[src/mpw_pkg.sv]
// Constants and types shared by the two-slave multiple PWM timer block.
// How it works
// Master loads period, counts down, at zero raises interrupt and reloads in same step.
// Each slave copies its duty value into its counter on master interrupt.
// Slave output turns active one count clock after the master interrupt.
// Slave counter at zero drives output inactive and stops until next trigger.
// Polarity bit 0 gives active-high output, 1 gives active-low output.
// Output enable 1 lets counting drive the output; 0 blocks it.
// Software puts slaves in slave output mode and master in master mode.
// Software keeps the master polarity bit at zero.
// Software keeps the master output enable bit at zero.
// Starting master and slaves together sets all enables; master interrupts at start.
// Start and stop bits self-clear; stop clears the enable status bits.
// Stop freezes every counter; slave outputs hold their present levels. The prescaler divider keeps running through a stop.
// Software leaves modes, output modes and polarities alone while running.
// Software rewrites period and duty only after a master interrupt.
// All three count registers read at any time without disturbing counting.
// Clearing unit enable resets all channel state and output bits.
// Unit disabled stops its clock and ignores writes; enabling leaves channels stopped.
// Enabling a slave output while stopped leaves the output level unchanged.
// With output enable 0, writing the output bit drives it directly.
// Software sets the master-select bit for masters on channels 2, 4, 6.
// Software places master and slave channels only on the allowed channel numbers.
// Period is master value plus one counts; duty is slave value over that.
// Slave value above master value plus one gives a constant active output.
// Software writes period and duty together right after one master interrupt.
// Start or stop bits written in one access act on one common cycle.
package mpw_pkg;
    localparam int DW = 16;
    localparam int PSW = 4;
    localparam logic [3:0] A_UNIT_EN = 4'h0;
    localparam logic [3:0] A_PRESCALE = 4'h1;
    localparam logic [3:0] A_START = 4'h2;
    localparam logic [3:0] A_STOP = 4'h3;
    localparam logic [3:0] A_ENA_STAT = 4'h4;
    localparam logic [3:0] A_DATA_M = 4'h5;
    localparam logic [3:0] A_DATA_S1 = 4'h6;
    localparam logic [3:0] A_DATA_S2 = 4'h7;
    localparam logic [3:0] A_CNT_M = 4'h8;
    localparam logic [3:0] A_CNT_S1 = 4'h9;
    localparam logic [3:0] A_CNT_S2 = 4'ha;
    localparam logic [3:0] A_OUT_VAL = 4'hb;
    localparam logic [3:0] A_OUT_EN = 4'hc;
    localparam logic [3:0] A_OUT_LVL = 4'hd;
    localparam logic [3:0] A_OUT_MODE = 4'he;
    localparam int B_MST = 0;
    localparam int B_S1 = 1;
    localparam int B_S2 = 2;
    localparam logic [DW-1:0] RST_WORD = 16'h0000;
    localparam logic [2:0] RST_BITS = 3'h0;
    localparam logic [PSW-1:0] RST_PSEL = 4'h0;
    typedef enum logic [1:0] {M_STOP = 2'h0, M_LOAD = 2'h1, M_RUN = 2'h3} mpw_mst_t;
    typedef enum logic [1:0] {S_IDLE = 2'h0, S_ARM = 2'h1, S_ACT = 2'h3} mpw_slv_t;
endpackage : mpw_pkg

[src/mpw_chan_if.sv]
// Interface carrying trigger, setup and events between control and one slave channel.
`timescale 1ns/1ps
interface mpw_chan_if;
    logic tick;
    logic trig;
    logic run_en;
    logic [mpw_pkg::DW-1:0] duty;
    logic [mpw_pkg::DW-1:0] cnt;
    logic go_act;
    logic go_inact;
    modport ctl (output tick, output trig, output run_en, output duty,
                 input cnt, input go_act, input go_inact);
    modport chan (input tick, input trig, input run_en, input duty,
                  output cnt, output go_act, output go_inact);
endinterface : mpw_chan_if

[src/mpw_prescale.sv]
// Count clock enable generator dividing the clock by a power of two.
`timescale 1ns/1ps
module mpw_prescale #(parameter int W = 15) (
    input wire logic mclk, // Clock.
    input wire logic reset_n, // Asynchronous reset, active low.
    input wire logic ce, // Clock enable.
    input wire logic clr, // Unit held in reset.
    input wire logic [mpw_pkg::PSW-1:0] sel, // Divide by two to this power.
    output logic tick // One cycle per count clock.
);
    logic [W-1:0] div_r;
    wire [W-1:0] lim = W'((32'h1 << sel) - 32'h1);
    wire at_lim = (div_r >= lim);
    assign tick = ce && !clr && at_lim;
    always_ff @(posedge mclk or negedge reset_n) begin
        if (!reset_n) begin
            div_r <= '0;
        end else if (ce) begin
            div_r <= (clr || at_lim) ? '0 : div_r + W'(1);
        end
    end
endmodule : mpw_prescale

[src/mpw_slave.sv]
// One-count slave channel that times the active width of one PWM output.
`timescale 1ns/1ps
module mpw_slave (
    input wire logic mclk, // Clock.
    input wire logic reset_n, // Asynchronous reset, active low.
    input wire logic ce, // Clock enable.
    input wire logic clr, // Unit held in reset.
    mpw_chan_if.chan ch // Trigger, setup and events.
);
    mpw_pkg::mpw_slv_t st_r, st_nxt;
    logic [mpw_pkg::DW-1:0] cnt_r, cnt_nxt;
    wire step = ch.tick && ch.run_en;
    wire load = step && ch.trig;
    wire busy = (st_r != mpw_pkg::S_IDLE);
    wire zero = (cnt_r == '0);
    assign ch.cnt = cnt_r;
    assign ch.go_act = step && !load && busy && !zero;
    // A count that meets zero on the retrigger tick still ends its pulse for one tick.
    assign ch.go_inact = step && busy && zero;
    always_comb begin
        st_nxt = st_r;
        cnt_nxt = cnt_r;
        if (load) begin
            cnt_nxt = ch.duty;
            st_nxt = mpw_pkg::S_ARM;
        end else if (step) begin
            case (st_r)
                mpw_pkg::S_ARM, mpw_pkg::S_ACT: begin
                    if (zero) begin
                        st_nxt = mpw_pkg::S_IDLE;
                    end else begin
                        cnt_nxt = cnt_r - 16'h0001;
                        st_nxt = mpw_pkg::S_ACT;
                    end
                end
                default: st_nxt = st_r;
            endcase
        end
    end
    always_ff @(posedge mclk or negedge reset_n) begin
        if (!reset_n) begin
            st_r <= mpw_pkg::S_IDLE;
            cnt_r <= mpw_pkg::RST_WORD;
        end else if (ce) begin
            st_r <= clr ? mpw_pkg::S_IDLE : st_nxt;
            cnt_r <= clr ? mpw_pkg::RST_WORD : cnt_nxt;
        end
    end
endmodule : mpw_slave

[src/mpw_top.sv]
// Top of the multiple PWM timer: registers, master interval timer, two slaves.
//
// Decided for this implementation: the address-and-strobe port and the register addresses.
`timescale 1ns/1ps
module mpw_top (
    input wire logic mclk, // Clock, 100 MHz.
    input wire logic reset_n, // Asynchronous reset, active low.
    input wire logic clk_en, // Clock enable; low freezes all state.
    input wire logic [3:0] addr, // Register index.
    input wire logic [15:0] wdata, // Write data.
    input wire logic wr_en, // Write strobe.
    input wire logic rd_en, // Read strobe.
    output logic [15:0] rdata, // Read data, cycle after the strobe.
    output logic pwm1_out, // Slave one pin level.
    output logic pwm1_oe, // Slave one pin driven.
    output logic pwm2_out, // Slave two pin level.
    output logic pwm2_oe, // Slave two pin driven.
    output logic master_period_irq // Master interrupt pulse.
);
    localparam int DW = mpw_pkg::DW;

    // ----------------------------------------------------------------
    // Register state
    // ----------------------------------------------------------------
    logic en_r;
    logic [mpw_pkg::PSW-1:0] psel_r;
    logic [2:0] ena_r, ena_nxt;
    logic [DW-1:0] mdat_r, d1_r, d2_r;
    logic [DW-1:0] mcnt_r, mcnt_nxt;
    mpw_pkg::mpw_mst_t mst_r, mst_nxt;
    logic [2:0] oval_r, oval_nxt;
    logic [2:0] oen_r, olvl_r, omode_r;
    logic irq_r, oe1_r, oe2_r;
    logic [15:0] rdata_r;
    logic tick;

    mpw_chan_if c1 ();
    mpw_chan_if c2 ();

    // ----------------------------------------------------------------
    // Bus decode
    // ----------------------------------------------------------------
    // Only the unit enable register accepts writes while the unit is off.
    wire wr_ok = wr_en && (en_r || addr == mpw_pkg::A_UNIT_EN);
    wire wr_unit = wr_en && addr == mpw_pkg::A_UNIT_EN;
    wire wr_psel = wr_ok && addr == mpw_pkg::A_PRESCALE;
    wire wr_start = wr_ok && addr == mpw_pkg::A_START;
    wire wr_stop = wr_ok && addr == mpw_pkg::A_STOP;
    wire wr_dm = wr_ok && addr == mpw_pkg::A_DATA_M;
    wire wr_d1 = wr_ok && addr == mpw_pkg::A_DATA_S1;
    wire wr_d2 = wr_ok && addr == mpw_pkg::A_DATA_S2;
    wire wr_oval = wr_ok && addr == mpw_pkg::A_OUT_VAL;
    wire wr_oen = wr_ok && addr == mpw_pkg::A_OUT_EN;
    wire wr_olvl = wr_ok && addr == mpw_pkg::A_OUT_LVL;
    wire wr_omode = wr_ok && addr == mpw_pkg::A_OUT_MODE;
    wire [2:0] start_bits = wr_start ? wdata[2:0] : 3'h0;
    wire [2:0] stop_bits = wr_stop ? wdata[2:0] : 3'h0;
    wire unit_clr = !en_r;

    function automatic logic [15:0] pad3(input logic [2:0] v);
        pad3 = {13'h0000, v};
    endfunction : pad3

    // Count registers are plain taps and reading them changes nothing.
    logic [15:0] rd_mux;
    always_comb begin
        case (addr)
            mpw_pkg::A_UNIT_EN: rd_mux = {15'h0000, en_r};
            mpw_pkg::A_PRESCALE: rd_mux = {12'h000, psel_r};
            mpw_pkg::A_ENA_STAT: rd_mux = pad3(ena_r);
            mpw_pkg::A_DATA_M: rd_mux = mdat_r;
            mpw_pkg::A_DATA_S1: rd_mux = d1_r;
            mpw_pkg::A_DATA_S2: rd_mux = d2_r;
            mpw_pkg::A_CNT_M: rd_mux = mcnt_r;
            mpw_pkg::A_CNT_S1: rd_mux = c1.cnt;
            mpw_pkg::A_CNT_S2: rd_mux = c2.cnt;
            mpw_pkg::A_OUT_VAL: rd_mux = pad3(oval_r);
            mpw_pkg::A_OUT_EN: rd_mux = pad3(oen_r);
            mpw_pkg::A_OUT_LVL: rd_mux = pad3(olvl_r);
            mpw_pkg::A_OUT_MODE: rd_mux = pad3(omode_r);
            default: rd_mux = 16'h0000;
        endcase
    end

    // ----------------------------------------------------------------
    // Count clock and master channel
    // ----------------------------------------------------------------
    mpw_prescale u_pre (
        .mclk(mclk),
        .reset_n(reset_n),
        .ce(clk_en),
        .clr(unit_clr),
        .sel(psel_r),
        .tick(tick)
    );

    // A start arms the load state, so the first tick after it behaves as a wrap.
    wire m_step = tick && ena_r[mpw_pkg::B_MST];
    wire m_wrap = (mst_r == mpw_pkg::M_LOAD) || (mcnt_r == '0);
    wire irq_evt = m_step && m_wrap;

    always_comb begin
        mst_nxt = mst_r;
        mcnt_nxt = mcnt_r;
        if (start_bits[mpw_pkg::B_MST]) begin
            mst_nxt = mpw_pkg::M_LOAD;
        end else if (m_step) begin
            case (mst_r)
                mpw_pkg::M_LOAD, mpw_pkg::M_RUN: begin
                    mst_nxt = mpw_pkg::M_RUN;
                    mcnt_nxt = m_wrap ? mdat_r : mcnt_r - 16'h0001;
                end
                default: mst_nxt = mst_r;
            endcase
        end
    end

    // Stop wins over start for a bit set in both, which one write cannot do.
    assign ena_nxt = (ena_r | start_bits) & ~stop_bits;

    // ----------------------------------------------------------------
    // Slave channels
    // ----------------------------------------------------------------
    assign c1.tick = tick;
    assign c1.trig = irq_evt;
    assign c1.run_en = ena_r[mpw_pkg::B_S1];
    assign c1.duty = d1_r;
    assign c2.tick = tick;
    assign c2.trig = irq_evt;
    assign c2.run_en = ena_r[mpw_pkg::B_S2];
    assign c2.duty = d2_r;

    mpw_slave u_s1 (
        .mclk(mclk),
        .reset_n(reset_n),
        .ce(clk_en),
        .clr(unit_clr),
        .ch(c1.chan)
    );

    mpw_slave u_s2 (
        .mclk(mclk),
        .reset_n(reset_n),
        .ce(clk_en),
        .clr(unit_clr),
        .ch(c2.chan)
    );

    // ----------------------------------------------------------------
    // Output bits
    // ----------------------------------------------------------------
    wire [2:0] act_ev = {c2.go_act, c1.go_act, 1'b0};
    wire [2:0] inact_ev = {c2.go_inact, c1.go_inact, 1'b0};

    // Counting moves a bit only when enabled; software moves it only when not.
    always_comb begin
        oval_nxt = oval_r;
        for (int k = 0; k < 3; k++) begin
            if (!oen_r[k]) begin
                if (wr_oval) begin
                    oval_nxt[k] = wdata[k];
                end
            end else if (act_ev[k]) begin
                oval_nxt[k] = !olvl_r[k];
            end else if (inact_ev[k]) begin
                oval_nxt[k] = olvl_r[k];
            end
        end
    end

    // ----------------------------------------------------------------
    // Flip-flops
    // ----------------------------------------------------------------
    always_ff @(posedge mclk or negedge reset_n) begin
        if (!reset_n) begin
            en_r <= 1'b0;
            rdata_r <= mpw_pkg::RST_WORD;
        end else if (clk_en) begin
            if (wr_unit) begin
                en_r <= wdata[0];
            end
            rdata_r <= rd_en ? rd_mux : mpw_pkg::RST_WORD;
        end
    end

    always_ff @(posedge mclk or negedge reset_n) begin
        if (!reset_n) begin
            psel_r <= mpw_pkg::RST_PSEL;
            mdat_r <= mpw_pkg::RST_WORD;
            d1_r <= mpw_pkg::RST_WORD;
            d2_r <= mpw_pkg::RST_WORD;
            oen_r <= mpw_pkg::RST_BITS;
            olvl_r <= mpw_pkg::RST_BITS;
            omode_r <= mpw_pkg::RST_BITS;
        end else if (clk_en && unit_clr) begin
            psel_r <= mpw_pkg::RST_PSEL;
            mdat_r <= mpw_pkg::RST_WORD;
            d1_r <= mpw_pkg::RST_WORD;
            d2_r <= mpw_pkg::RST_WORD;
            oen_r <= mpw_pkg::RST_BITS;
            olvl_r <= mpw_pkg::RST_BITS;
            omode_r <= mpw_pkg::RST_BITS;
        end else if (clk_en) begin
            if (wr_psel) psel_r <= wdata[mpw_pkg::PSW-1:0];
            if (wr_dm) mdat_r <= wdata;
            if (wr_d1) d1_r <= wdata;
            if (wr_d2) d2_r <= wdata;
            if (wr_oen) oen_r <= wdata[2:0];
            if (wr_olvl) olvl_r <= wdata[2:0];
            if (wr_omode) omode_r <= wdata[2:0];
        end
    end

    always_ff @(posedge mclk or negedge reset_n) begin
        if (!reset_n) begin
            ena_r <= mpw_pkg::RST_BITS;
            mst_r <= mpw_pkg::M_STOP;
            mcnt_r <= mpw_pkg::RST_WORD;
            oval_r <= mpw_pkg::RST_BITS;
            irq_r <= 1'b0;
            oe1_r <= 1'b0;
            oe2_r <= 1'b0;
        end else if (clk_en) begin
            ena_r <= unit_clr ? mpw_pkg::RST_BITS : ena_nxt;
            mst_r <= unit_clr ? mpw_pkg::M_STOP : mst_nxt;
            mcnt_r <= unit_clr ? mpw_pkg::RST_WORD : mcnt_nxt;
            oval_r <= unit_clr ? mpw_pkg::RST_BITS : oval_nxt;
            irq_r <= irq_evt;
            oe1_r <= en_r && omode_r[mpw_pkg::B_S1];
            oe2_r <= en_r && omode_r[mpw_pkg::B_S2];
        end
    end

    assign rdata = rdata_r;
    assign pwm1_out = oval_r[mpw_pkg::B_S1];
    assign pwm2_out = oval_r[mpw_pkg::B_S2];
    assign pwm1_oe = oe1_r;
    assign pwm2_oe = oe2_r;
    assign master_period_irq = irq_r;
endmodule : mpw_top

[config.mk]
export PLATFORM = sky130hd
export DESIGN_NAME = mpw_top
export DESIGN_NICKNAME = d
export VERILOG_FILES = /design/src/mpw_pkg.sv /design/src/mpw_chan_if.sv /design/src/mpw_prescale.sv /design/src/mpw_slave.sv /design/src/mpw_top.sv
export SDC_FILE = /design/constraint.sdc
export NUM_CORES = 1
export LEC_CHECK = 0
export ABC_AREA = 1
export BUFFER_PORTS_ARGS = -buffer_cell sky130_fd_sc_hd__buf_2
export CAP_MARGIN = 20
export CELL_PAD_IN_SITES_DETAIL_PLACEMENT = 1
export CELL_PAD_IN_SITES_GLOBAL_PLACEMENT = 2
export CORE_MARGIN = 4
export CORE_UTILIZATION = 25
export CTS_BUF_LIST = sky130_fd_sc_hd__clkbuf_8
export CTS_CLUSTER_DIAMETER = 120
export DETAILED_ROUTE_END_ITERATION = 8
export PLACE_DENSITY = 0.59
export RECOVER_POWER = 50
export SYNTH_ARGS = -nofsm -noshare
export SYNTH_HDL_FRONTEND = slang
export SYNTH_SLANG_ARGS = --single-unit
export TNS_END_PERCENT = 50
[constraint.sdc]
create_clock -name mclk -period 3.42 [get_ports mclk]
set_clock_uncertainty 0.15 [all_clocks]
set_input_delay 0.513 -clock mclk [delete_from_list [all_inputs] [get_ports mclk]]
set_output_delay 0.513 -clock mclk [all_outputs]
set_load 0.005 [all_outputs]
== Yosys cells after proc, flatten, opt, wreduce, memory -nomap -nowiden ==
Index checks and enable logic that the tools add are counted.

* Add/subtract/negate cells: 5
* $lt $le $gt $ge: 1
* Equal/unequal tests: 37
* Shift-type cells: 1
* Mux-type cells: 67
* Bitwise gates (word level): 3
* Reductions and logical operators: 77

{| class="wikitable"
|+ Operators with widths
! operator !! number
|-
| 16-bit 2-to-1 mux || 25
|-
| 16-bit one-hot mux with 13 select lines || 1
|-
| 16-bit logical NOT || 3
|-
| 16-bit by 1-bit subtractor with 16-bit output, second input constant || 3
|-
| 3-bit 2-to-1 mux || 13
|-
| 1-bit logical AND || 33
|-
| 4-bit equality test, second input constant || 7
|-
| 2-bit 2-to-1 mux || 14
|-
| 3-bit by 1-bit != test with 1-bit output, second input constant || 8
|-
| 2-bit nonzero test || 10
|-
| 3-bit AND reduction || 6
|-
| 4-bit by 3-bit equality test with 1-bit output, second input constant || 4
|-
| 2-bit AND reduction || 8
|-
| 15-bit by 1-bit adder with 15-bit output, second input constant || 1
|-
| 15-bit >= comparator || 1
|-
| 15-bit 2-to-1 mux || 1
|-
| 1-bit by 4-bit << shifter with 15-bit output, first input constant || 1
|-
| 15-bit by 1-bit subtractor with 15-bit output, second input constant || 1
|-
| 4-bit 2-to-1 mux || 3
|-
| 4-bit AND reduction || 3
|-
| 1-bit 2-to-1 mux || 10
|-
| 4-bit by 2-bit equality test with 1-bit output, second input constant || 2
|-
| 4-bit by 2-bit != test with 1-bit output, second input constant || 2
|-
| 1-bit logical NOT || 7
|-
| other kinds (12) || 24
|}

* Flip-flop bits (word level): 156
* Input port bits: 25
* Output and inout bits: 21
* Word-level logic and storage cells: 214

== Logic depth before layout (Yosys ltp) ==
Gate-level depths: netlist of the first run.

* Word-level depth: 14
* Gate-level depth with buffers: 24
* Depth with buffers taken out: 23

== By module ==
A second synthesis of the first run with hierarchy kept.

* Cells, all modules: 1,513
* Area, all modules: 10,291.1 µm²

{| class="wikitable"
|+ By module, submodules not included
! module !! instances !! cells an instance !! area an instance (µm²) !! seq. area each (µm²)
|-
| mpw_top || 1 || 885 || 6,025.8 || 2,627.5
|-
| mpw_slave || 2 || 220 || 1,430.1 || 450.4
|-
| mpw_prescale || 1 || 188 || 1,405.1 || 375.4
|}

== Least setup slack after synthesis of the first run ==
OpenSTA, ideal clock, no wires.

* Path kind: reg-to-reg
* Start: register psel_r[3] in the netlist's numbering
* End: register u_s1.cnt_r, in the netlist u_s1.ch.cnt[6]
* Setup time: 118 ps
* Arrival time: 3,229 ps
* Required time: 3,152 ps
* Setup slack: -77 ps
* Stages on the path, launching flop included: 25
* Path buffers: 2
* Period minus slack after synthesis: 3,497 ps
* Cells stage by stage: dfrtp_1 clkbuf_1 nor2_1 nand2_1 ha_1 nand3_1 inv_1 nand2_1 a221oi_1 a31oi_1 ha_1 nand2_1 nor2_1 nand2_1 nor2_1 nor2_1 nand3_2 nand3_1 nor2_4 nand2_4 a21oi_4 nand2_2 buf_6 nand2_1 o21ai_2

* Cells in the longest elaborated chain, start to end: 9
* Elaborated cells on any way between the ends: 14
* Classes of those cells: add/sub (1); order compare (1); eq/ne (3); shift (1); mux (2); reduce/logical (6)

{| class="wikitable"
|+ Ends and longest elaborated chain
! what !! RTL line !! RTL
|-
| from (decl) || mpw_top.sv:26 || <nowiki>logic [mpw_pkg::PSW-1:0] psel_r;</nowiki>
|-
| from (signal assigned) || mpw_top.sv:188 || <nowiki>psel_r <= mpw_pkg::RST_PSEL;</nowiki>
|-
| from (signal assigned) || mpw_top.sv:196 || <nowiki>psel_r <= mpw_pkg::RST_PSEL;</nowiki>
|-
| from (signal assigned) || mpw_top.sv:204 || <nowiki>if (wr_psel) psel_r <= wdata[mpw_pkg::PSW-1:0];</nowiki>
|-
| 1-bit by 4-bit << shifter with 15-bit output (*) || mpw_prescale.sv:12 || <nowiki>wire [W-1:0] lim = W'((32'h1 << sel) - 32'h1);</nowiki>
|-
| 15-bit by 1-bit subtractor with 15-bit output (*) || mpw_prescale.sv:12 ||
|-
| 15-bit >= comparator (*) || mpw_prescale.sv:13 || <nowiki>wire at_lim = (div_r >= lim);</nowiki>
|-
| 1-bit logical AND (*) || mpw_prescale.sv:14 || <nowiki>assign tick = ce && !clr && at_lim;</nowiki>
|-
| 1-bit logical AND || mpw_top.sv:98 || <nowiki>wire m_step = tick && ena_r[mpw_pkg::B_MST];</nowiki>
|-
| 1-bit logical AND || mpw_top.sv:100 || <nowiki>wire irq_evt = m_step && m_wrap;</nowiki>
|-
| 1-bit logical AND || mpw_slave.sv:13 || <nowiki>wire load = step && ch.trig;</nowiki>
|-
| 3-bit by 1-bit != test with 1-bit output (no source line), or another cell as far along || -- ||
|-
| 4-bit AND reduction (no source line) / 16-bit 2-to-1 mux (equally long branches) || -- ||
|-
| to (signal assigned) || mpw_slave.sv:43 || <nowiki>cnt_r <= mpw_pkg::RST_WORD;</nowiki>
|-
| to (signal assigned) || mpw_slave.sv:46 || <nowiki>cnt_r <= clr ? mpw_pkg::RST_WORD : cnt_nxt;</nowiki>
|-
| to (decl) || mpw_slave.sv:11 || <nowiki>logic [mpw_pkg::DW-1:0] cnt_r, cnt_nxt;</nowiki>
|}

Mark *: on every way between the ends. The rest lies on a longest branch, timed or not.
A chain may end at the register's enable or synchronous reset.

== Worst setup path in the final report of the first run ==
* Start: register psel_r[3] in the netlist's numbering
* End: register u_s2.cnt_r, in the netlist u_s2.ch.cnt[11]

* Cells in the longest elaborated chain, start to end: 9
* Elaborated cells on any way between the ends: 14
* Classes of those cells: add/sub (1); order compare (1); eq/ne (3); shift (1); mux (2); reduce/logical (6)

{| class="wikitable"
|+ Ends and longest elaborated chain
! what !! RTL line
|-
| 1-bit by 4-bit << shifter with 15-bit output (*) || mpw_prescale.sv:12
|-
| 15-bit by 1-bit subtractor with 15-bit output (*) || mpw_prescale.sv:12
|-
| 15-bit >= comparator (*) || mpw_prescale.sv:13
|-
| 1-bit logical AND (*) || mpw_prescale.sv:14
|-
| 1-bit logical AND || mpw_top.sv:98
|-
| 1-bit logical AND || mpw_top.sv:100
|-
| 1-bit logical AND || mpw_slave.sv:13
|-
| 3-bit by 1-bit != test with 1-bit output (no source line), or another cell as far along || --
|-
| 4-bit AND reduction (no source line) / 16-bit 2-to-1 mux (equally long branches) || --
|-
| to (signal assigned) || mpw_slave.sv:43
|-
| to (signal assigned) || mpw_slave.sv:46
|-
| to (decl) || mpw_slave.sv:11
|}

Marks and branches as above.

==> impl_metrics.py, run 1 <==
metrics = {
    "timing": {
        "finalCritPeriodShare_pct": 97.45,
        "worstMarginPinSlew_ps": 1282,
        "setup_viol": 0,
        "timing.fmax_ghz": 0.3001,
        "finalCriticalPeriod_ps": 3333,
        "slew_headroom_pct": 14.54,
        "finalHoldViolations": 0,
        "tns_ps": 0,
        "slew_viol_final": 0,
        "rsz0062_at_grt": "yes",
    },
    "min_path": {
        "hold_class": "primary input to flip-flop",
    },
    "worst_setup_path": {
        "critPathCaptureType": "flip-flop",
        "critical_path.max_fanout": 8,
        "arrival_ps": 3560,
        "start_kind": "flip-flop",
        "required_ps": 3650,
        "path_cells": "nor2_4 > nand2_2 > ha_4 > buf_4 > a21oi_2 > a31oi_1 > ha_1 > nand2_1 > nor2_2 > nand2_2 > nor2_2 > nor2_2 > nand3_4 > buf_6 > nand4_4 > nor2_4 > nor2_4 > nand2_2 > nand2_4 > clkbuf_16 > nand2_1 > nand2_1",
        "crit_type": "flip-flop to flip-flop",
        "crit_path_top_delay_cell": "dfrtp_2",
        "slowest_delay_ps": 460,
    },
    "finish": {
        "area_delta_synth_final_pct": 22.39,
        "drive_gt1_share_pct": 18.18,
        "seq_area_sq_um": 3906,
        "final_util_pct": 30.98,
        "multi_input_area_sq_um": 4811,
        "diodes": 0,
        "fin_nets": 1391,
        "nFillCells": 4495,
    },
    "logic_synthesis": {
        "netlist_top_cells_area": "dfrtp_1 (42%), nand2_1 (14%), o21ai_0 (7.8%)",
        "synth_top_cells_by_count": "nand2_1 (336), dfrtp_1 (156), inv_1 (147)",
        "synth_async_sr_flop_share_pct": 100.0,
        "postSynthCellCount": 1236,
        "synth_ff_type": "dfrtp_1",
        "synth_nets": 1281,
        "yosysTopAreaCellShare_pct": 42.23,
        "yosysMostFrequentCell": "nand2_1",
        "synth_seq_cells": 156,
        "synth_cell_type_count": 50,
        "syn_avg_cell_area_sq_um": 7.479,
        "ys_seq_area_share_pct": 42.23,
        "ys_warn_count": 0,
        "synth_top_cell_by_area": "dfrtp_1",
        "synth_area_sq_um": 9244,
        "synth_edf_count": 0,
    },
    "clock_network": {
        "cts-root-buf": "clkbuf_8",
        "path_clk_slew_ps": 90,
        "tritoncts_num_sinks": 156,
        "clock_path_buffers": 2,
        "cts_tree": "built",
        "cts_buffers": 17,
        "clock_latency_ps": 490,
        "cts.htree.levels": 4,
    },
    "place": {
        "gp_congestion": 0.8285,
        "dp_hpwl_mm": 27.37,
        "io_buffers": 45,
    },
    "detailed_routing": {
        "wl_per_cell_um": 19.66,
        "drc": 0,
        "drt_pass1_iterations": 4,
        "viasPerCell": 4.742,
        "ant_nets": 0,
        "drt_iter0_markers": 473,
        "wirelength_mm": 35.93,
        "dr_total_vias": 8663,
    },
    "die": {
        "ios": 46,
        "die_h_um": 200.3,
        "core_area_sq_um": 36520,
        "die_w_um": 200.3,
        "initial_utilization_pct": 25.31,
        "num_rows": 70,
        "dieArea_sq_um": 40120,
    },
    "grt": {
        "use_met2_pct": 29.52,
        "grt_max_degree": 47,
        "grt_pass1_vias": 9043,
        "use_met3_pct": 2.315,
        "met1_usage_pct": 23.79,
        "grt-busiest-layer": "met2",
        "grt_overflow": 0,
        "grt_pass1_wl_mm": 54.94,
        "track_usage_pct": 17.72,
        "antenna_found_initial": 0,
    },
    "outcome": {
        "status": "finished, final reports clean",
    },
    "power_and_ir_drop": {
        "power_leakage_nw": 5.343,
        "p_per_area_nw_per_um2": 667.3,
        "vdd_ir_drop_max_v": 0.0002370,
    },
    "job": {
        "cap_violations": 0,
    },
}
-- state kept, by name, indices dropped and copies added, names as in the netlist, 4 cells and up --
name and count:
c1.duty 16, mdat_r 16, mcnt_r 16, psel_r 4, rdata 16, u_pre.div_r 15, c2.duty 16, u_s2.ch.cnt 16
u_s1.ch.cnt 16
-- per-stage QoR --
step                std cells  hold slack (ps)  area, sq um  total power, mW  worst slack [ps]
finish                   1827            195.4        11310            7.549             87.29
global route             1827            180.0        11310            8.211            -197.9
CTS                      1815            130.9        10960            7.502             17.36
detailed placement       1780            313.9        10480            5.907            -217.4
global placement         1779            309.7        10460            5.868            -132.8
floorplan                1236            67.41         9245            4.652             26.54
-- cell families (layout without fill, tap and decap cells) --
| logic type | after synthesis | after routing | synth area share, % |
|---|---|---|---|
| xor gates and xnor gates | 39 | 39 | 3.695 |
| AOI/OAI and AO/OA | 272 | 272 | 17.37 |
| buffers and inverters | 188 | 311 | 8.162 |
| DFF | 156 | 156 | 42.23 |
| adders and majority gates | 20 | 20 | 2.707 |
| and+or+nand+nor | 559 | 559 | 25.61 |
| muxes | 2 | 2 | 0.2301 |
-- power breakdown --
group | internal (mW) | total [mW] | switching (mW)
logic | 1.22 | 3.52 | 2.30
registers | 2.16 | 2.49 | 0.331
clock network | 0.721 | 1.54 | 0.819
total | 4.10 | 7.55 | 3.45
-- cells in the final DEF, fill, tap and decap left out, types with 4 or more instances in the layout --
cell / count
a2111oi_0: 5
a21oi_1: 20
a21oi_2: 8
a221oi_1: 8
buf_12: 10
buf_2: 45
buf_4: 56
buf_6: 6
buf_8: 4
clkbuf_8: 17
clkinv_1: 5
clkinvlp_4: 5
dfrtp_1: 154
ha_1: 19
inv_1: 147
nand2_1: 318
nand2_2: 17
nand2_4: 8
nand3_1: 56
nand4_1: 12
nor2_1: 90
nor2_2: 16
nor2_4: 8
nor3_1: 18
nor4_1: 6
o21ai_0: 139
o21ai_1: 10
o21ai_2: 14
o22ai_1: 44
xnor2_1: 5
xor2_1: 34
-- critical path: cells and delay by family (launching register included) --
kind / cells / cell delay (ps)
adder cells (fa/ha/maj): 2 / 500
buffers and inverters: 3 / 430
flip-flops: 1 / 460
AND/OR/NAND/NOR: 15 / 1500
AO/OA/AOI/OAI: 2 / 190
-- area by class of cell --
type / count / share of cell area, %
Multi-Input combinational cell: 892 / 42.52
Sequential cell: 156 / 34.53
Timing Repair Buffer: 124 / 8.958
Inverter: 155 / 5.209
Tap cell: 468 / 5.176
Clock buffer: 17 / 2.068
Clock inverter: 15 / 1.537
-- final timing paths --
check	startpoint	end	slack [ps]	cells past startpoint
hold reg to reg	rdata[0]	rdata[0]	330	2
min in group asynchronous	reset_n	u_pre.div_r[1]	690	2
setup / recovery	psel_r[3]	u_s2.ch.cnt[11]	90	22
setup reg to reg	psel_r[3]	u_s2.ch.cnt[11]	90	22
max in group asynchronous	reset_n	oval_r[1]	1380	3
hold / removal	wr_en	en_r	200	3
-- metal layers --
layer	wire (um)	part of all wire [%]
met1	17290	48
met2	17070	48
met3	656	1.8
met4	912	2.5
met5	0	0
-- timing repair --
item / in CTS / in global routing
setup endpoints to repair: 51 / 64
gates cloned: 0 / 2
endpoints found under the hold margin: 40 / 0
gates resized for setup: 10 / 73
hold buffers: 1 / 0
setup buffers: 2 / 9
pin swaps: 5 / 13
No activity file was read; power rests on OpenSTA's default activity.
==> inputs of run 2 (changes only) <==
--- a/config.mk
+++ b/config.mk
@@ -19,2 +19,3 @@
 export RECOVER_POWER = 50
+export SLEW_MARGIN = 10
 export SYNTH_ARGS = -nofsm -noshare
--- a/constraint.sdc
+++ b/constraint.sdc
@@ -4,2 +4,2 @@
 set_output_delay 0.513 -clock mclk [all_outputs]
-set_load 0.005 [all_outputs]
+set_load 0.02 [all_outputs]
==> run 2 against run 1 <==
- die area stayed put
- clock-buffer cell count rose by 1
- non-clock buffer count up 4
- utilization is 0.12 points higher
- sequential cell count stayed put
- design area is 0.40% higher
- global-route usage hardly changed
- sequential share of layout area shrank 0.14 points
- routed wire length is essentially flat
- first-iteration DRC count fell by 18%
- critical path depth rose by 2
==> impl_metrics.py, run 2 (synthesis gave the netlist of run 1 again) <==
metrics = {
    "clock_network": {
        "clock_latency_ps": 480,
        "path_clk_slew_ps": 90,
        "clock_path_buffers": 2,
        "cts_tree": "built",
        "tritoncts_num_sinks": 156,
        "cts.htree.levels": 4,
        "cts-root-buf": "clkbuf_8",
        "cts_buffers": 17,
    },
    "timing": {
        "setup_viol": 0,
        "finalCritPeriodShare_pct": 99.56,
        "timing.fmax_ghz": 0.2937,
        "worstMarginPinSlew_ps": 1289,
        "tns_ps": 0,
        "finalCriticalPeriod_ps": 3405,
        "slew_headroom_pct": 14.05,
        "rsz0062_at_grt": "yes",
        "finalHoldViolations": 0,
        "slew_viol_final": 0,
    },
    "die": {
        "core_area_sq_um": 36520,
        "dieArea_sq_um": 40120,
        "die_h_um": 200.3,
        "die_w_um": 200.3,
        "num_rows": 70,
        "ios": 46,
        "initial_utilization_pct": 25.31,
    },
    "finish": {
        "final_common_cell": "nand2_1",
        "final_cell_area_sq_um": 11360,
        "area_delta_synth_final_pct": 22.87,
        "diodes": 0,
        "drive_gt1_share_pct": 18.20,
        "fin_nets": 1395,
        "nFillCells": 4474,
        "seq_area_sq_um": 3906,
        "multi_input_area_sq_um": 4820,
        "final_cell_mix": "nand2_1 (321), dfrtp_1 (154), inv_1 (142), o21ai_0 (138), nor2_1 (94)",
    },
    "grt": {
        "grt_overflow": 0,
        "grt_pass1_wl_mm": 55.37,
        "use_met3_pct": 2.671,
        "use_met2_pct": 30.18,
        "met1_usage_pct": 23.77,
        "antenna_found_initial": 0,
        "grt_pass1_vias": 8995,
        "grt-busiest-layer": "met2",
        "track_usage_pct": 17.76,
        "grt_max_degree": 47,
    },
    "place": {
        "io_buffers": 45,
        "dp_hpwl_mm": 27.33,
        "gp_congestion": 0.8285,
        "placedInstanceArea_sq_um": 10470,
    },
    "worst_setup_path": {
        "critical_path.max_fanout": 22,
        "crit_type": "flip-flop to flip-flop",
        "crit_path_top_delay_cell": "dfrtp_1",
        "r2r_end": "u_s1.ch.cnt[12]",
        "cp_num_buf_inv": 4,
        "r2r_cells": 24,
        "reg2reg_slack_ps": 20,
        "cp_top_family": "simple AND/OR/NAND/NOR gates",
        "start_kind": "flip-flop",
        "slowest_delay_ps": 440,
        "arrival_ps": 3620,
        "critPathCaptureType": "flip-flop",
        "required_ps": 3630,
        "path_cells": "nor2_4 > nand2_2 > ha_4 > nand3_4 > inv_4 > buf_4 > nand2_2 > xnor2_2 > ha_1 > nand2_1 > nor2_1 > nand2_1 > nor2_1 > nor2_2 > nand3_4 > buf_4 > nand3_4 > nor2_4 > nand2_4 > a21oi_4 > nand2_2 > buf_12 > nand2_1 > o21ai_2",
        "rr_startpoint": "psel_r[2]",
    },
    "detailed_routing": {
        "dr_total_vias": 8675,
        "drt_iter0_markers": 386,
        "drc": 0,
        "drt_pass1_iterations": 5,
        "wl_per_cell_um": 19.63,
        "viasPerCell": 4.738,
        "wirelength_mm": 35.95,
        "ant_nets": 0,
    },
    "power_and_ir_drop": {
        "power_leakage_nw": 5.359,
        "p_per_area_nw_per_um2": 672.4,
        "vdd_ir_drop_max_v": 0.0002840,
        "power.total_mw": 7.638,
    },
    "min_path": {
        "hold_class": "primary input to flip-flop",
        "hold_depth": 3,
        "hp-start": "wdata[3]",
        "hold_end": "psel_r[3]",
    },
    "outcome": {
        "status": "finished, final reports clean",
    },
    "job": {
        "cap_violations": 0,
    },
}
-- run 2: changes by cell type in the layout (fill, tap and decap cells not counted), moves of 4 or more --
cell	before	now
a21oi_2	8	3
nor2_2	16	9
nor2_1	90	94
inv_1	147	142
nand2_4	8	4
a21oi_1	20	24
clkinvlp_4	5	1
buf_6	6	12
-- run 2: layout make-up --
type                    instances  share of cell area [%]
repair buffers                128                   9.033
flip-flops and latches        156                   34.39
well taps                     468                   5.155
clock buffers                  18                   2.181
inverters                     155                   5.188
clock inverters                14                   1.619
multi-input cells             892                   42.43
-- run 2: metrics by stage --
stage,util (%),std cells,setup slack (ps),hold WS [ps]
final,31.10,1831,15.07,188.1
after global routing,31.10,1831,-247.7,179.5
after CTS,30.03,1815,-15.28,143.4
after detailed placement,28.67,1780,-203.0,313.9
after global placement,28.64,1779,-132.8,309.7
after floorplan,-,1236,26.54,67.41
-- run 2: metal layers --
layer / wire length (um) / up-vias
met2: 17440 / 105
met1: 17100 / 4253
met5: 0 / -
met3: 821 / 23
li1: - / 4294
met4: 586 / 0
-- run 2: worst max path at each step --
stage | start | end | slack, ps | cells after the start
after floorplan | psel_r[3] | u_s1.ch.cnt[6] | 30 | 23
after global placement | psel_r[2] | u_s2.ch.cnt[15] | -130 | 21
after detailed placement | psel_r[0] | u_s2.ch.cnt[15] | -200 | 22
after CTS | psel_r[3] | mcnt_r[7] | -20 | 20
after global routing | psel_r[3] | u_s1.ch.cnt[12] | -250 | 23
final | psel_r[2] | u_s1.ch.cnt[12] | 20 | 24
-- run 2: worst register-to-register path, delay by kind of cell (launching register included) --
family / cells / cell delay (ps)
AOI/OAI and AO/OA: 2 / 200
xor gates and xnor gates: 1 / 70
adders and majority gates: 2 / 480
buffers and inverters: 4 / 470
DFF: 1 / 440
and+or+nand+nor: 15 / 1480
-- run 2: where the power goes --
part           leakage, nW  internal, mW  switching (mW)
sequential            2.09          2.16           0.337
clock                0.217         0.760           0.846
combinational         3.05          1.23            2.31
-- run 2: timing repair --
action,4_1_cts,5_1_grt
hold buffers,1,0
pin swaps,4,33
resized for setup,7,82
gates cloned,0,1
setup endpoints to repair,50,65
endpoints found under the hold margin,40,0
setup buffers,2,15
==> inputs of run 3 (changes only) <==
Settings changed: CORE_MARGIN 4 to 1.
==> run 3 against run 2 <==
- total power shrank 2.4%
- first-iteration DRC count is 6.5% lower
- clock-buffer cell count unchanged
- design area is 2.5% lower
- critical endpoint is now u_s2.ch.cnt[13]
- largest cell class unchanged
==> impl_metrics.py, run 3 (synthesis gave the netlist of run 1 again) <==
metrics = {
    "worst_setup_path": {
        "r2r_end": "u_s2.ch.cnt[13]",
        "critical_path.max_fanout": 16,
        "crit_path_top_delay_cell": "dfrtp_1",
        "cp_num_buf_inv": 7,
        "reg2reg_slack_ps": 90,
        "rr_startpoint": "psel_r[2]",
        "path_cells": "nor2_2 > nand2_1 > buf_4 > buf_4 > buf_4 > buf_4 > buf_4 > ha_1 > nand2_1 > nor2_1 > nand2_1 > nor2_2 > nor2_2 > nand3_4 > buf_12 > nand4_4 > nor2_4 > nor2_4 > nand2_1 > nand2_2 > buf_12 > nand2_1 > nand2_1",
        "critPathCaptureType": "flip-flop",
        "slowest_delay_ps": 390,
        "path_common_cell": "nand2_1",
        "cp_top_family": "simple AND/OR/NAND/NOR gates",
        "start_kind": "flip-flop",
        "arrival_ps": 3570,
        "r2r_cells": 23,
        "crit_type": "flip-flop to flip-flop",
        "required_ps": 3660,
    },
    "timing": {
        "tns_ps": 0,
        "timing.fmax_ghz": 0.2999,
        "finalCriticalPeriod_ps": 3334,
        "worstMarginPinSlew_ps": 1325,
        "rsz0062_at_grt": "yes",
        "slew_viol_final": 0,
        "slew_headroom_pct": 11.64,
        "finalHoldViolations": 0,
        "finalCritPeriodShare_pct": 97.49,
        "setup_viol": 0,
    },
    "detailed_routing": {
        "drt_iter0_markers": 361,
        "viasPerCell": 4.748,
        "dr_total_vias": 8637,
        "wl_per_cell_um": 19.62,
        "ant_nets": 0,
        "drc": 0,
        "wirelength_mm": 35.69,
        "drt_pass1_iterations": 5,
    },
    "clock_network": {
        "clock_path_buffers": 2,
        "clock_latency_ps": 500,
        "cts_tree": "built",
        "path_clk_slew_ps": 90,
        "tritoncts_num_sinks": 156,
        "cts_buffers": 17,
        "cts.htree.levels": 4,
        "cts-root-buf": "clkbuf_8",
    },
    "power_and_ir_drop": {
        "switching_share_pct": 45.24,
        "p_sw_mw": 3.371,
        "power_leakage_nw": 5.242,
        "vdd_ir_drop_max_v": 0.0002647,
        "pwr-share-seq_pct": 33.4,
        "combinationalPowerShare_pct": 46.0,
        "p_int_mw": 4.080,
        "p_clk_share_pct": 20.6,
        "p_per_area_nw_per_um2": 673.1,
    },
    "finish": {
        "area_delta_synth_final_pct": 19.75,
        "final_cell_mix": "nand2_1 (328), dfrtp_1 (156), inv_1 (146), o21ai_0 (139), nor2_1 (92)",
        "diodes": 0,
        "nFillCells": 4461,
        "fin_nets": 1384,
        "final_common_cell": "nand2_1",
        "final_util_pct": 30.31,
        "drive_gt1_share_pct": 16.51,
        "final_cell_area_sq_um": 11070,
    },
    "grt": {
        "grt_overflow": 0,
        "track_usage_pct": 19.66,
        "grt-busiest-layer": "met2",
        "use_met3_pct": 2.846,
        "use_met2_pct": 33.57,
        "antenna_found_initial": 0,
        "met1_usage_pct": 26.02,
        "grt_pass1_vias": 9017,
        "grt_max_degree": 66,
        "grt_pass1_wl_mm": 55.75,
    },
    "place": {
        "placedInstanceArea_sq_um": 10490,
        "gp_congestion": 0.8345,
        "io_buffers": 45,
        "dp_hpwl_mm": 27.33,
    },
    "min_path": {
        "hp-start": "wdata[3]",
        "hold_depth": 3,
        "hold_class": "primary input to flip-flop",
        "hold_end": "psel_r[3]",
    },
    "die": {
        "core_area_sq_um": 36520,
        "dieArea_sq_um": 37750,
        "ios": 46,
        "num_rows": 70,
        "initial_utilization_pct": 25.31,
        "die_h_um": 194.3,
        "die_w_um": 194.3,
    },
    "outcome": {
        "status": "finished, final reports clean",
    },
    "job": {
        "cap_violations": 0,
    },
}
-- run 3: area by class of cell --
cell class                      count  area [sq um]  share of cell area (%)
Multi-Input combinational cell    892          4720                   42.64
Sequential cell                   156          3904                   35.27
Timing Repair Buffer              117         879.6                   7.946
Tap cell                          468         585.6                   5.290
Inverter                          155         581.8                   5.256
Clock buffer                       18         247.7                   2.238
Clock inverter                     13         151.4                   1.368
-- run 3: power groups by stage --
| stage | combinational, mW | clock, mW | sequential, mW |
|---|---|---|---|
| floorplan | 2.25 | 0 | 2.42 |
| global placement | 3.39 | 0 | 2.53 |
| detailed placement | 3.41 | 0 | 2.53 |
| CTS | 3.47 | 1.59 | 2.50 |
| global route | 3.91 | 1.65 | 2.54 |
| finish | 3.43 | 1.53 | 2.49 |
-- run 3: stage by stage --
step | setup WS, ps | total power, mW | cells | hold WS (ps)
5_1_grt | -222.2 | 8.107 | 1819 | 146.4
4_1_cts | 1.766 | 7.562 | 1816 | 122.6
3_3_place_gp | -177.0 | 5.918 | 1779 | 310.2
3_5_place_dp | -271.6 | 5.944 | 1780 | 314.1
2_1_floorplan | 26.54 | 4.672 | 1236 | 67.41
6_report | 85.88 | 7.451 | 1819 | 154.7
-- run 3: worst register-to-register path: stages, from the launching register on --
cell,delay (ps)
dfrtp_1,390
nor2_2,160
nand2_1,100
buf_4,130
buf_4,120
buf_4,120
buf_4,120
buf_4,120
ha_1,260
nand2_1,50
nor2_1,180
nand2_1,100
nor2_2,120
nor2_2,50
nand3_4,100
buf_12,130
nand4_4,120
nor2_4,230
nor2_4,70
nand2_1,70
nand2_2,70
buf_12,150
nand2_1,70
nand2_1,50
-- run 3: layer usage --
metal	up-vias	wire, um	share of wire [%]
met2	97	17460	49
met4	0	449	1.3
met5	-	0	0
met3	22	648	1.8
li1	4272	-	-
met1	4246	17130	48
-- run 3: repair_timing --
action | in CTS | in global routing
pin swaps | 7 | 11
cloned | 0 | 0
gates resized for setup | 20 | 29
setup endpoints to repair | 68 | 66
endpoints found under the hold margin | 41 | 0
hold buffers | 1 | 0
setup buffers | 4 | 2
-- run 3: how the worst max path moves through the flow --
stage	cells past startpoint	endpoint	slack [ps]	startpoint
floorplan	23	u_s1.ch.cnt[6]	30	psel_r[3]
global placement	23	u_pre.div_r[5]	-180	psel_r[3]
detailed placement	23	u_pre.div_r[12]	-270	psel_r[3]
CTS	24	u_s2.ch.cnt[11]	2	psel_r[1]
global route	24	u_s2.ch.cnt[9]	-220	psel_r[1]
finish	23	u_s2.ch.cnt[13]	90	psel_r[2]
